## config.mk

```make
export PLATFORM = sky130hd
export DESIGN_NAME = aqu_sequencer
export DESIGN_NICKNAME = d
export VERILOG_FILES = /design/src/include/aqu_pkg.sv /design/src/include/aqu_ram_if.sv /design/src/core/aqu_ram.sv /design/src/core/aqu_chain.sv /design/src/core/aqu_sequencer.sv
export VERILOG_INCLUDE_DIRS = /design/src /design/src/include
export SDC_FILE = /design/constraint.sdc
export NUM_CORES = 1
export LEC_CHECK = 0
export ABC_AREA = 1
export BUFFER_PORTS_ARGS = -buffer_cell sky130_fd_sc_hd__buf_2
export CAP_MARGIN = 10
export CORE_MARGIN = 8
export CORE_UTILIZATION = 60
export CTS_CLUSTER_SIZE = 10
export DETAILED_ROUTE_END_ITERATION = 10
export GPL_ROUTABILITY_DRIVEN = 0
export PLACE_DENSITY_LB_ADDON = 0.2
export SYNTH_ARGS = -nofsm -noshare
export SYNTH_HDL_FRONTEND = slang
export SYNTH_SLANG_ARGS = --single-unit
```

## constraint.sdc

```tcl
create_clock -name clock -period 2.5 [get_ports clock]
set_input_delay 0.375 -clock clock [delete_from_list [all_inputs] [get_ports clock]]
set_output_delay 0.375 -clock clock [all_outputs]
set_load 0.03 [all_outputs]
```

## src/include/aqu_params.svh

```systemverilog
// timing counts and field positions for the acquisition scan sequencer
// assumes the 10 MHz system clock; included by bare name
`ifndef AQU_PARAMS_SVH
`define AQU_PARAMS_SVH

`define AQU_CLK_PERIOD_NS 100
`define AQU_CHANNELS 16
`define AQU_CONV_BITS 12
`define AQU_BUS_BITS 16
`define AQU_SIGN_BIT 11
`define AQU_WR_PULSE_NS 200
`define AQU_SAMPLE_NS 10000
`define AQU_START_NS 3000
`define AQU_STAGE_NS 620
`define AQU_WR_PULSE_CYC ((`AQU_WR_PULSE_NS + `AQU_CLK_PERIOD_NS - 1) / `AQU_CLK_PERIOD_NS)
`define AQU_SAMPLE_CYC ((`AQU_SAMPLE_NS + `AQU_CLK_PERIOD_NS - 1) / `AQU_CLK_PERIOD_NS)
`define AQU_START_CYC ((`AQU_START_NS + `AQU_CLK_PERIOD_NS - 1) / `AQU_CLK_PERIOD_NS)
`define AQU_STAGE_CYC ((`AQU_STAGE_NS + `AQU_CLK_PERIOD_NS - 1) / `AQU_CLK_PERIOD_NS)
`define AQU_CHAIN_LEN 8
`define AQU_CNT_BITS 8

`endif

```

## src/include/aqu_pkg.sv

```systemverilog
// types shared by the acquisition scan sequencer modules
// assumes aqu_params.svh is on the include path
package aqu_pkg;
`include "aqu_params.svh"
    typedef logic [3:0] aqu_chan_type;
    typedef logic [`AQU_CONV_BITS-1:0] aqu_word_type;
    typedef logic [`AQU_BUS_BITS-1:0] aqu_bus_type;
    typedef logic [`AQU_CNT_BITS-1:0] aqu_cnt_type;
    typedef enum logic [1:0] {OS_IDLE, OS_WRITE, OS_SAMPLE, OS_START} aqu_os_state_type;
endpackage

```

## src/include/aqu_ram_if.sv

```systemverilog
// result memory port bundle between sequencer and memory
// assumes aqu_pkg compiled first
`timescale 1ns/10ps
interface aqu_ram_if;
    import aqu_pkg::*;
    logic we;
    aqu_chan_type waddr;
    aqu_word_type wdata;
    aqu_chan_type raddr;
    aqu_word_type rdata;
    modport seq (output we, output waddr, output wdata, output raddr, input rdata);
    modport mem (input we, input waddr, input wdata, input raddr, output rdata);
endinterface

```

## src/core/aqu_ram.sv

```systemverilog
// 16-word result memory, stores converter bits inverted
// assumes single clock, write data stable during we
`timescale 1ns/10ps
`include "aqu_params.svh"
module aqu_ram
    import aqu_pkg::*;
(
    // clock
    input wire logic clock,
    // port bundle
    aqu_ram_if.mem ram
);
    aqu_word_type mem_r [`AQU_CHANNELS];

    genvar gi;
    generate
        for (gi = 0; gi < `AQU_CHANNELS; gi++) begin : g_word
            always_ff @(posedge clock) begin
                if (ram.we && ram.waddr == aqu_chan_type'(gi)) begin
                    mem_r[gi] <= ~ram.wdata;
                end
            end
        end
    endgenerate

    assign ram.rdata = mem_r[ram.raddr];
endmodule // aqu_ram

```

## src/core/aqu_chain.sv

```systemverilog
// shift-chain gate generator for the shift-register timing variant
// assumes done_s is already synchronised to clock
`timescale 1ns/10ps
`include "aqu_params.svh"
module aqu_chain
    import aqu_pkg::*;
(
    // clock and reset
    input wire logic clock,
    input wire logic srst,
    // control
    input wire logic done_s,
    input wire logic inhibit,
    // gates
    output logic wr_gate,
    output logic sample_gate,
    output logic start_gate,
    output logic wr_end,
    output logic conv_clk
);
    aqu_cnt_type tick_cnt_r;
    logic tick;
    logic conv_div_r;
    logic done_dly_r;
    logic [`AQU_CHAIN_LEN:1] gate_shift_chain_r;
    logic wr_gate_d_r;

    // double-rate tick, one stage per tick
    assign tick = (tick_cnt_r == aqu_cnt_type'(`AQU_STAGE_CYC - 1));

    always_ff @(posedge clock) begin
        if (srst || tick) begin
            tick_cnt_r <= '0;
        end else begin
            tick_cnt_r <= tick_cnt_r + 8'h01;
        end
    end

    always_ff @(posedge clock) begin
        if (srst) begin
            conv_div_r <= 1'b0;
        end else if (tick) begin
            conv_div_r <= ~conv_div_r;
        end
    end

    // delayed done, held off while the processor reads
    always_ff @(posedge clock) begin
        if (srst || !done_s) begin
            done_dly_r <= 1'b0;
        end else if (tick && !inhibit) begin
            done_dly_r <= 1'b1;
        end
    end

    // cleared in the same cycle as done_dly_r, so the write gate cannot pulse again
    always_ff @(posedge clock) begin
        if (srst || !done_s || !done_dly_r) begin
            gate_shift_chain_r <= '0;
        end else if (tick) begin
            gate_shift_chain_r <= {gate_shift_chain_r[`AQU_CHAIN_LEN-1:1], done_dly_r};
        end
    end

    assign wr_gate = done_dly_r ^ gate_shift_chain_r[1];
    assign sample_gate = gate_shift_chain_r[1] ^ gate_shift_chain_r[7];
    assign start_gate = gate_shift_chain_r[7] ^ gate_shift_chain_r[8];
    assign conv_clk = conv_div_r;

    always_ff @(posedge clock) begin
        if (srst) begin
            wr_gate_d_r <= 1'b0;
        end else begin
            wr_gate_d_r <= wr_gate;
        end
    end

    assign wr_end = wr_gate_d_r && !wr_gate;
endmodule // aqu_chain

```

## src/core/aqu_sequencer.sv

```systemverilog
// multiplexed acquisition unit scan sequencer with result memory
// assumes processor bus and converter pins are asynchronous to clock
`timescale 1ns/10ps
`include "aqu_params.svh"
module aqu_sequencer
    import aqu_pkg::*;
(
    // clock and reset
    input wire logic clock,
    input wire logic srst,
    // straps
    input wire logic strap_shift_timing,
    input wire logic strap_sign_fill,
    // converter and sample-hold
    input wire logic conversion_done_n,
    input wire logic [`AQU_CONV_BITS-1:0] conv_data_n,
    output logic begin_convert_n,
    output logic sample_hold,
    output logic conv_clk,
    output logic [3:0] mux_sel,
    // processor bus
    input wire logic addr_valid,
    input wire logic mem_read_n,
    input wire logic [3:0] bus_addr,
    output logic [`AQU_BUS_BITS-1:0] data_out,
    output logic data_oe,
    output logic ack_out,
    output logic ack_oe
);
    // synchronisers
    logic done_m_r, done_s_r;
    logic valid_m_r, valid_s_r;
    logic rd_m_r, rd_s_r;
    aqu_chan_type baddr_m_r, baddr_s_r;
    aqu_word_type cdata_m_r, cdata_s_r;
    logic shift_m_r, shift_s_r;
    logic fill_m_r, fill_s_r;

    // done turned active high on the way in
    always_ff @(posedge clock) begin
        done_m_r <= ~conversion_done_n;
        done_s_r <= done_m_r;
    end

    always_ff @(posedge clock) begin
        valid_m_r <= addr_valid;
        valid_s_r <= valid_m_r;
    end

    // read command turned active high on the way in
    always_ff @(posedge clock) begin
        rd_m_r <= ~mem_read_n;
        rd_s_r <= rd_m_r;
    end

    // address held steady by the processor while valid stands
    always_ff @(posedge clock) begin
        baddr_m_r <= bus_addr;
        baddr_s_r <= baddr_m_r;
    end

    // result held steady by the converter while done stands
    always_ff @(posedge clock) begin
        cdata_m_r <= conv_data_n;
        cdata_s_r <= cdata_m_r;
    end

    always_ff @(posedge clock) begin
        shift_m_r <= strap_shift_timing;
        shift_s_r <= shift_m_r;
    end

    always_ff @(posedge clock) begin
        fill_m_r <= strap_sign_fill;
        fill_s_r <= fill_m_r;
    end

    // straps caught while reset is held
    logic mode_shift_r;
    logic mode_fill_r;

    always_ff @(posedge clock) begin
        if (srst) begin
            mode_shift_r <= shift_s_r;
        end
    end

    always_ff @(posedge clock) begin
        if (srst) begin
            mode_fill_r <= fill_s_r;
        end
    end

    // output format on read data
    function automatic aqu_bus_type fmt_word(input aqu_word_type w, input logic fill);
        aqu_bus_type r;
        r = {{(`AQU_BUS_BITS-`AQU_CONV_BITS){fill & w[`AQU_SIGN_BIT]}}, w};
        return r;
    endfunction

    // one-shot timing path
    aqu_os_state_type os_state_r, os_state_nxt;
    aqu_cnt_type os_cnt_r, os_cnt_nxt;
    logic done_d_r;
    logic done_pend_r;
    logic done_edge;
    logic os_wr_end;
    logic os_take;

    assign done_edge = done_s_r && !done_d_r;
    // an edge is taken at once only from idle with no read standing
    assign os_take = (os_state_r == OS_IDLE) && !valid_s_r;

    always_ff @(posedge clock) begin
        if (srst) begin
            done_d_r <= 1'b0;
        end else begin
            done_d_r <= done_s_r;
        end
    end

    // remembers only an edge that could not be taken, else a stale write follows
    always_ff @(posedge clock) begin
        if (srst || mode_shift_r) begin
            done_pend_r <= 1'b0;
        end else if (done_edge && !os_take) begin
            done_pend_r <= 1'b1;
        end else if (os_take) begin
            done_pend_r <= 1'b0;
        end
    end

    always_comb begin
        os_state_nxt = os_state_r;
        os_cnt_nxt = os_cnt_r;
        os_wr_end = 1'b0;
        case (os_state_r)
            OS_IDLE: begin
                if ((done_pend_r || done_edge) && !valid_s_r) begin
                    os_state_nxt = OS_WRITE;
                    os_cnt_nxt = aqu_cnt_type'(`AQU_WR_PULSE_CYC - 1);
                end
            end
            OS_WRITE: begin
                if (os_cnt_r == '0) begin
                    os_wr_end = 1'b1;
                    os_state_nxt = OS_SAMPLE;
                    os_cnt_nxt = aqu_cnt_type'(`AQU_SAMPLE_CYC - 1);
                end else begin
                    os_cnt_nxt = os_cnt_r - 8'h01;
                end
            end
            OS_SAMPLE: begin
                if (os_cnt_r == '0) begin
                    os_state_nxt = OS_START;
                    os_cnt_nxt = aqu_cnt_type'(`AQU_START_CYC - 1);
                end else begin
                    os_cnt_nxt = os_cnt_r - 8'h01;
                end
            end
            OS_START: begin
                if (os_cnt_r == '0) begin
                    os_state_nxt = OS_IDLE;
                end else begin
                    os_cnt_nxt = os_cnt_r - 8'h01;
                end
            end
            default: begin
                os_state_nxt = OS_IDLE;
            end
        endcase
    end

    always_ff @(posedge clock) begin
        if (srst || mode_shift_r) begin
            os_state_r <= OS_IDLE;
        end else begin
            os_state_r <= os_state_nxt;
        end
    end

    always_ff @(posedge clock) begin
        if (srst || mode_shift_r) begin
            os_cnt_r <= '0;
        end else begin
            os_cnt_r <= os_cnt_nxt;
        end
    end

    // shift-register timing path
    logic ch_wr_gate, ch_sample_gate, ch_start_gate, ch_wr_end, ch_conv_clk;

    aqu_chain u_chain (
        .clock(clock),
        .srst(srst || !mode_shift_r),
        .done_s(done_s_r),
        .inhibit(valid_s_r),
        .wr_gate(ch_wr_gate),
        .sample_gate(ch_sample_gate),
        .start_gate(ch_start_gate),
        .wr_end(ch_wr_end),
        .conv_clk(ch_conv_clk)
    );

    // common view of the active timing path
    logic wr_active;
    logic sample_active;
    logic start_active;
    logic advance;

    assign wr_active = mode_shift_r ? ch_wr_gate : (os_state_r == OS_WRITE);
    assign sample_active = mode_shift_r ? ch_sample_gate : (os_state_r == OS_SAMPLE);
    assign start_active = mode_shift_r ? ch_start_gate : (os_state_r == OS_START);
    assign advance = mode_shift_r ? ch_wr_end : os_wr_end;

    // channel counter
    aqu_chan_type chan_r;

    always_ff @(posedge clock) begin
        if (srst) begin
            chan_r <= '0;
        end else if (advance) begin
            chan_r <= chan_r + 4'h1;
        end
    end

    // processor grant, held off by a write in progress
    logic grant_r;

    always_ff @(posedge clock) begin
        if (srst || !valid_s_r) begin
            grant_r <= 1'b0;
        end else if (!wr_active) begin
            grant_r <= 1'b1;
        end
    end

    // result memory
    aqu_ram_if ram_bus ();

    assign ram_bus.we = wr_active;
    assign ram_bus.waddr = chan_r;
    assign ram_bus.wdata = cdata_s_r;
    assign ram_bus.raddr = grant_r ? baddr_s_r : chan_r;

    aqu_ram u_ram (
        .clock(clock),
        .ram(ram_bus.mem)
    );

    // bus answer
    logic read_on;

    assign read_on = grant_r && rd_s_r;

    always_ff @(posedge clock) begin
        if (srst) begin
            data_out <= '0;
        end else begin
            data_out <= read_on ? fmt_word(ram_bus.rdata, mode_fill_r) : '0;
        end
    end

    always_ff @(posedge clock) begin
        if (srst) begin
            data_oe <= 1'b0;
        end else begin
            data_oe <= read_on;
        end
    end

    always_ff @(posedge clock) begin
        if (srst) begin
            ack_out <= 1'b0;
        end else begin
            ack_out <= read_on;
        end
    end

    always_ff @(posedge clock) begin
        if (srst) begin
            ack_oe <= 1'b0;
        end else begin
            ack_oe <= read_on;
        end
    end

    // converter and sample-hold pins
    always_ff @(posedge clock) begin
        if (srst) begin
            begin_convert_n <= 1'b1;
        end else begin
            begin_convert_n <= ~start_active;
        end
    end

    always_ff @(posedge clock) begin
        if (srst) begin
            sample_hold <= 1'b0;
        end else begin
            sample_hold <= sample_active;
        end
    end

    always_ff @(posedge clock) begin
        if (srst) begin
            conv_clk <= 1'b0;
        end else begin
            conv_clk <= mode_shift_r ? ch_conv_clk : 1'b0;
        end
    end

    always_ff @(posedge clock) begin
        if (srst) begin
            mux_sel <= '0;
        end else begin
            mux_sel <= chan_r;
        end
    end
endmodule // aqu_sequencer

```

==> flow_metrics.py <==
metrics = {
    "route": {
        "dr.max_layer_used": "met4",
        "drcViolationCount": 0,
        "vias": 7861,
        "routed-wl-met3_mm": 1.94,
        "avgRoutedWirePerCell_um": 16.8,
        "wl_met2_mm": 12.1,
        "firstDrtPassIters": 5,
        "vias_per_cell": 5.20,
        "wl_met1_mm": 10.7,
        "finalWirelength_mm": 25.5,
        "final_antenna_net_count": 0,
        "drtIter0Drc": 722,
    },
    "clock_network": {
        "clock-root-buffer": "clkbuf_16",
        "cts_tree": "done",
        "cts_made_buffers": 35,
        "insertion_delay_ns": 0.50,
        "post_cts_resize_count": 0,
        "cts_setup_buffers": 0,
        "clock_path_buffers": 3,
        "htree_levels": 2,
        "holdBufCountCts": 19,
        "path_clk_slew_ns": 0.05,
        "cts.sinks": 293,
    },
    "setup_path": {
        "worst-setup-path-type": "flop to flop",
        "worstPathRequired_ns": 2.93,
        "start_kind": "flop",
        "reg2reg_slack_ns": 0.32,
        "r2r-start": "grant_r",
        "cp-startpoint": "grant_r",
        "arrival_ns": 2.61,
        "path_cells": "inv_2 > nand2_2 > nand2_4 > buf_4 > nand2_1 > nand3_1 > nand3_1 > nand3_1 > a21oi_1",
        "max_stage_delay_ns": 0.65,
        "path_common_cell": "nand3_1",
        "crit_path_end_kind": "flop",
        "slowest_stage": "dfxtp_1",
        "r2r_cells": 9,
        "worstReg2RegEnd": "data_out[6]",
        "crit_fanout": 36,
    },
    "hold_path": {
        "hp-start": "conversion_done_n",
        "min_path_type": "input port to flop",
        "whs_path_depth": 2,
        "min_to": "done_m_r",
    },
    "sta": {
        "finalCritPeriodShare_pct": 87.3,
        "hold_slack_ns": 0.0242,
        "min_period_ns": 2.18,
        "maxSlewHeadroom_pct": 54.1,
        "fmax_mhz": 458,
        "slew_violations": 0,
        "fin_ws_ns": 0.318,
        "hold_viol": 0,
        "rsz0062_at_grt": "no",
        "finClkSkew_ns": 0.0102,
        "worstMarginPinSlew_ns": 0.688,
        "finalSetupViolations": 0,
        "finalSetupTns_ns": 0,
    },
    "place": {
        "preCtsSetupSlack_ns": 0.380,
        "dp_hpwl_mm": 15.2,
        "numPortBuffers": 48,
        "placed_cell_area_um2": 12200,
    },
    "final_layout": {
        "antenna_cells": 0,
        "drive_above_1_share_pct": 11.2,
        "nets": 1258,
        "fin_area_um2": 13400,
        "fillers": 1370,
        "syn_to_final_growth_pct": 15.8,
    },
    "power": {
        "ir_drop_v": 0.000595,
        "p_int_mw": 8.15,
        "p_per_area_nw_per_um2": 771,
        "power.share.clock_pct": 43.6,
        "power.total_mw": 10.4,
        "p_leak_nw": 5.67,
        "p_sw_share_pct": 21.3,
        "p_sw_mw": 2.21,
        "comb_power_share_pct": 5.7,
        "p_seq_share_pct": 50.7,
    },
    "yosys": {
        "synthTopCellsByArea": "edfxtp_1, dfxtp_1, nand2_1, nand3_1, inv_1",
        "ys_seq_area_share_pct": 67.3,
        "synth_top_cell_area_share_pct": 50.2,
        "yosysUniqueCellTypes": 32,
        "avgSynthCellArea_um2": 10.3,
        "ys_seq_elements": 293,
        "netlist_area_um2": 11600,
        "yosysTopAreaCell": "edfxtp_1",
        "syn_inst": 1128,
        "synth_fp_nets": 1164,
        "yosysWarnings": 0,
    },
    "global_routing": {
        "antenna_found_initial": 0,
        "grt_pass1_vias": 7811,
        "grt_max_degree": 69,
        "overflow": 0,
        "grt_pass1_wl_mm": 40.4,
        "grt_usage_pct": 21.6,
    },
    "die": {
        "ios": 49,
        "dieArea_um2": 24000,
        "die_x_um": 155,
        "start_util_pct": 60.4,
        "std_cell_rows": 51,
        "fp.dieH_um": 155,
        "core_area_um2": 19200,
    },
    "run_status": {
        "status": "finished clean",
    },
    "job": {
        "cap_violations": 0,
    },
}
placed cells by master, fill, tap and decap left out, types with 2 or more instances in the layout:
cell type      instances
xor2_1                 6
buf_2                 48
inv_2                  8
o21ai_1                2
nor2_1                45
clkbuf_16             37
nand3_1              146
o21ai_0               32
nor2_4                 2
inv_1                174
nand2_4                2
nand3b_1               2
dlygate4sd3_1         19
ha_1                  13
nand4_1                4
nor3_1                 4
o22ai_1                2
nand2_1              295
xnor2_1                3
a21oi_1               38
nand2_2                4
dfxtp_1               99
a211oi_1               2
buf_12                 6
clkbuf_1              24
buf_4                 28
edfxtp_1             194
o21ai_4                2
cell usage after synthesis:
library cell  instances
a21oi_1              38
edfxtp_1            194
buf_6                 5
clkbuf_1              4
buf_4                15
ha_1                 13
o22ai_1               2
nor3_1                4
o41ai_1               1
nand2_1             295
nand3b_1              2
a211oi_1              2
nand4_1               4
nand3_1             146
nand2_2               4
inv_1               174
buf_2                19
buf_1                 1
nor2_1               45
xor2_1                6
nand2_4               2
nor2_4                2
dfxtp_1              99
a31oi_1               1
o21ai_0              33
nor4_1                1
xnor2_1               3
nor2_2                1
o21ai_2               2
inv_2                 8
o21ai_4               1
o21ai_1               1
worst max path at each step:
stage / endpoint / slack (ns) / cells after the start
after global routing: data_out[3] / 0.09 / 9
after detailed placement: data_out[3] / 0.38 / 9
after global placement: data_out[9] / 0.45 / 9
after floorplan: u_ram.mem_r[0][0] / 0.56 / 4
final: data_out[6] / 0.32 / 9
after CTS: data_out[3] / 0.33 / 9
worst max-delay path, delay by kind of cell, from the launching register on:
family	cells	cell delay [ns]
AOI/OAI and AO/OA	1	0.15
buffers and inverters	2	0.44
DFF	1	0.65
and+or+nand+nor	6	0.85
stage by stage:
stage                     instances  utilization [%]
after floorplan                1128                -
after global placement         1431             63.7
after detailed placement       1431             63.7
after CTS                      1512             70.0
after global routing           1512             70.0
final                          1512             70.0
sequential cells by signal, summed over array words and instances (netlist names), 8 cells and up:
register and count:
u_ram.mem_r 192, data_out 13, cdata_m_r 12, cdata_s_r 12, os_cnt_r 8, u_chain.gate_shift_chain_r 8, u_chain.tick_cnt_r 8
power by group through the flow:
stage / Sequential (mW) / Clock (mW) / Combinational [mW]
2_1_floorplan: 5.35 / 0 / 0.404
3_3_place_gp: 5.35 / 0 / 0.560
3_5_place_dp: 5.35 / 0 / 0.569
4_1_cts: 5.25 / 4.59 / 0.596
5_1_grt: 5.25 / 4.77 / 0.664
6_report: 5.25 / 4.51 / 0.595
area by class of cell:
class                      count  area, um2  share of cell area (%)
multi-input combinational    609       2840                    21.1
inverter                     182        683                    5.08
sequential                   293       7810                    58.1
timing repair buffer         101        761                    5.66
tap                          265        332                    2.47
clock inverter                 1       5.00                  0.0372
clock buffer                  61       1020                    7.56
per-layer routing:
layer / track usage (%) / up-vias
met3: 4.02 / 54
met1: 27.4 / 3691
met5: 0 / -
li1: - / 3844
met2: 36.5 / 272
met4: 7.56 / 0
cell families (layout without fill, tap and decap cells):
group	after synthesis	after routing	synth area share (%)
AO/OA/AOI/OAI	81	81	3.76
adder cells (fa/ha/maj)	13	13	1.40
flip-flops	293	293	67.3
AND/OR/NAND/NOR	506	506	18.5
XOR/XNOR	9	9	0.680
buffers and inverters	226	345	8.33
Power figures use the tool's default switching activity.
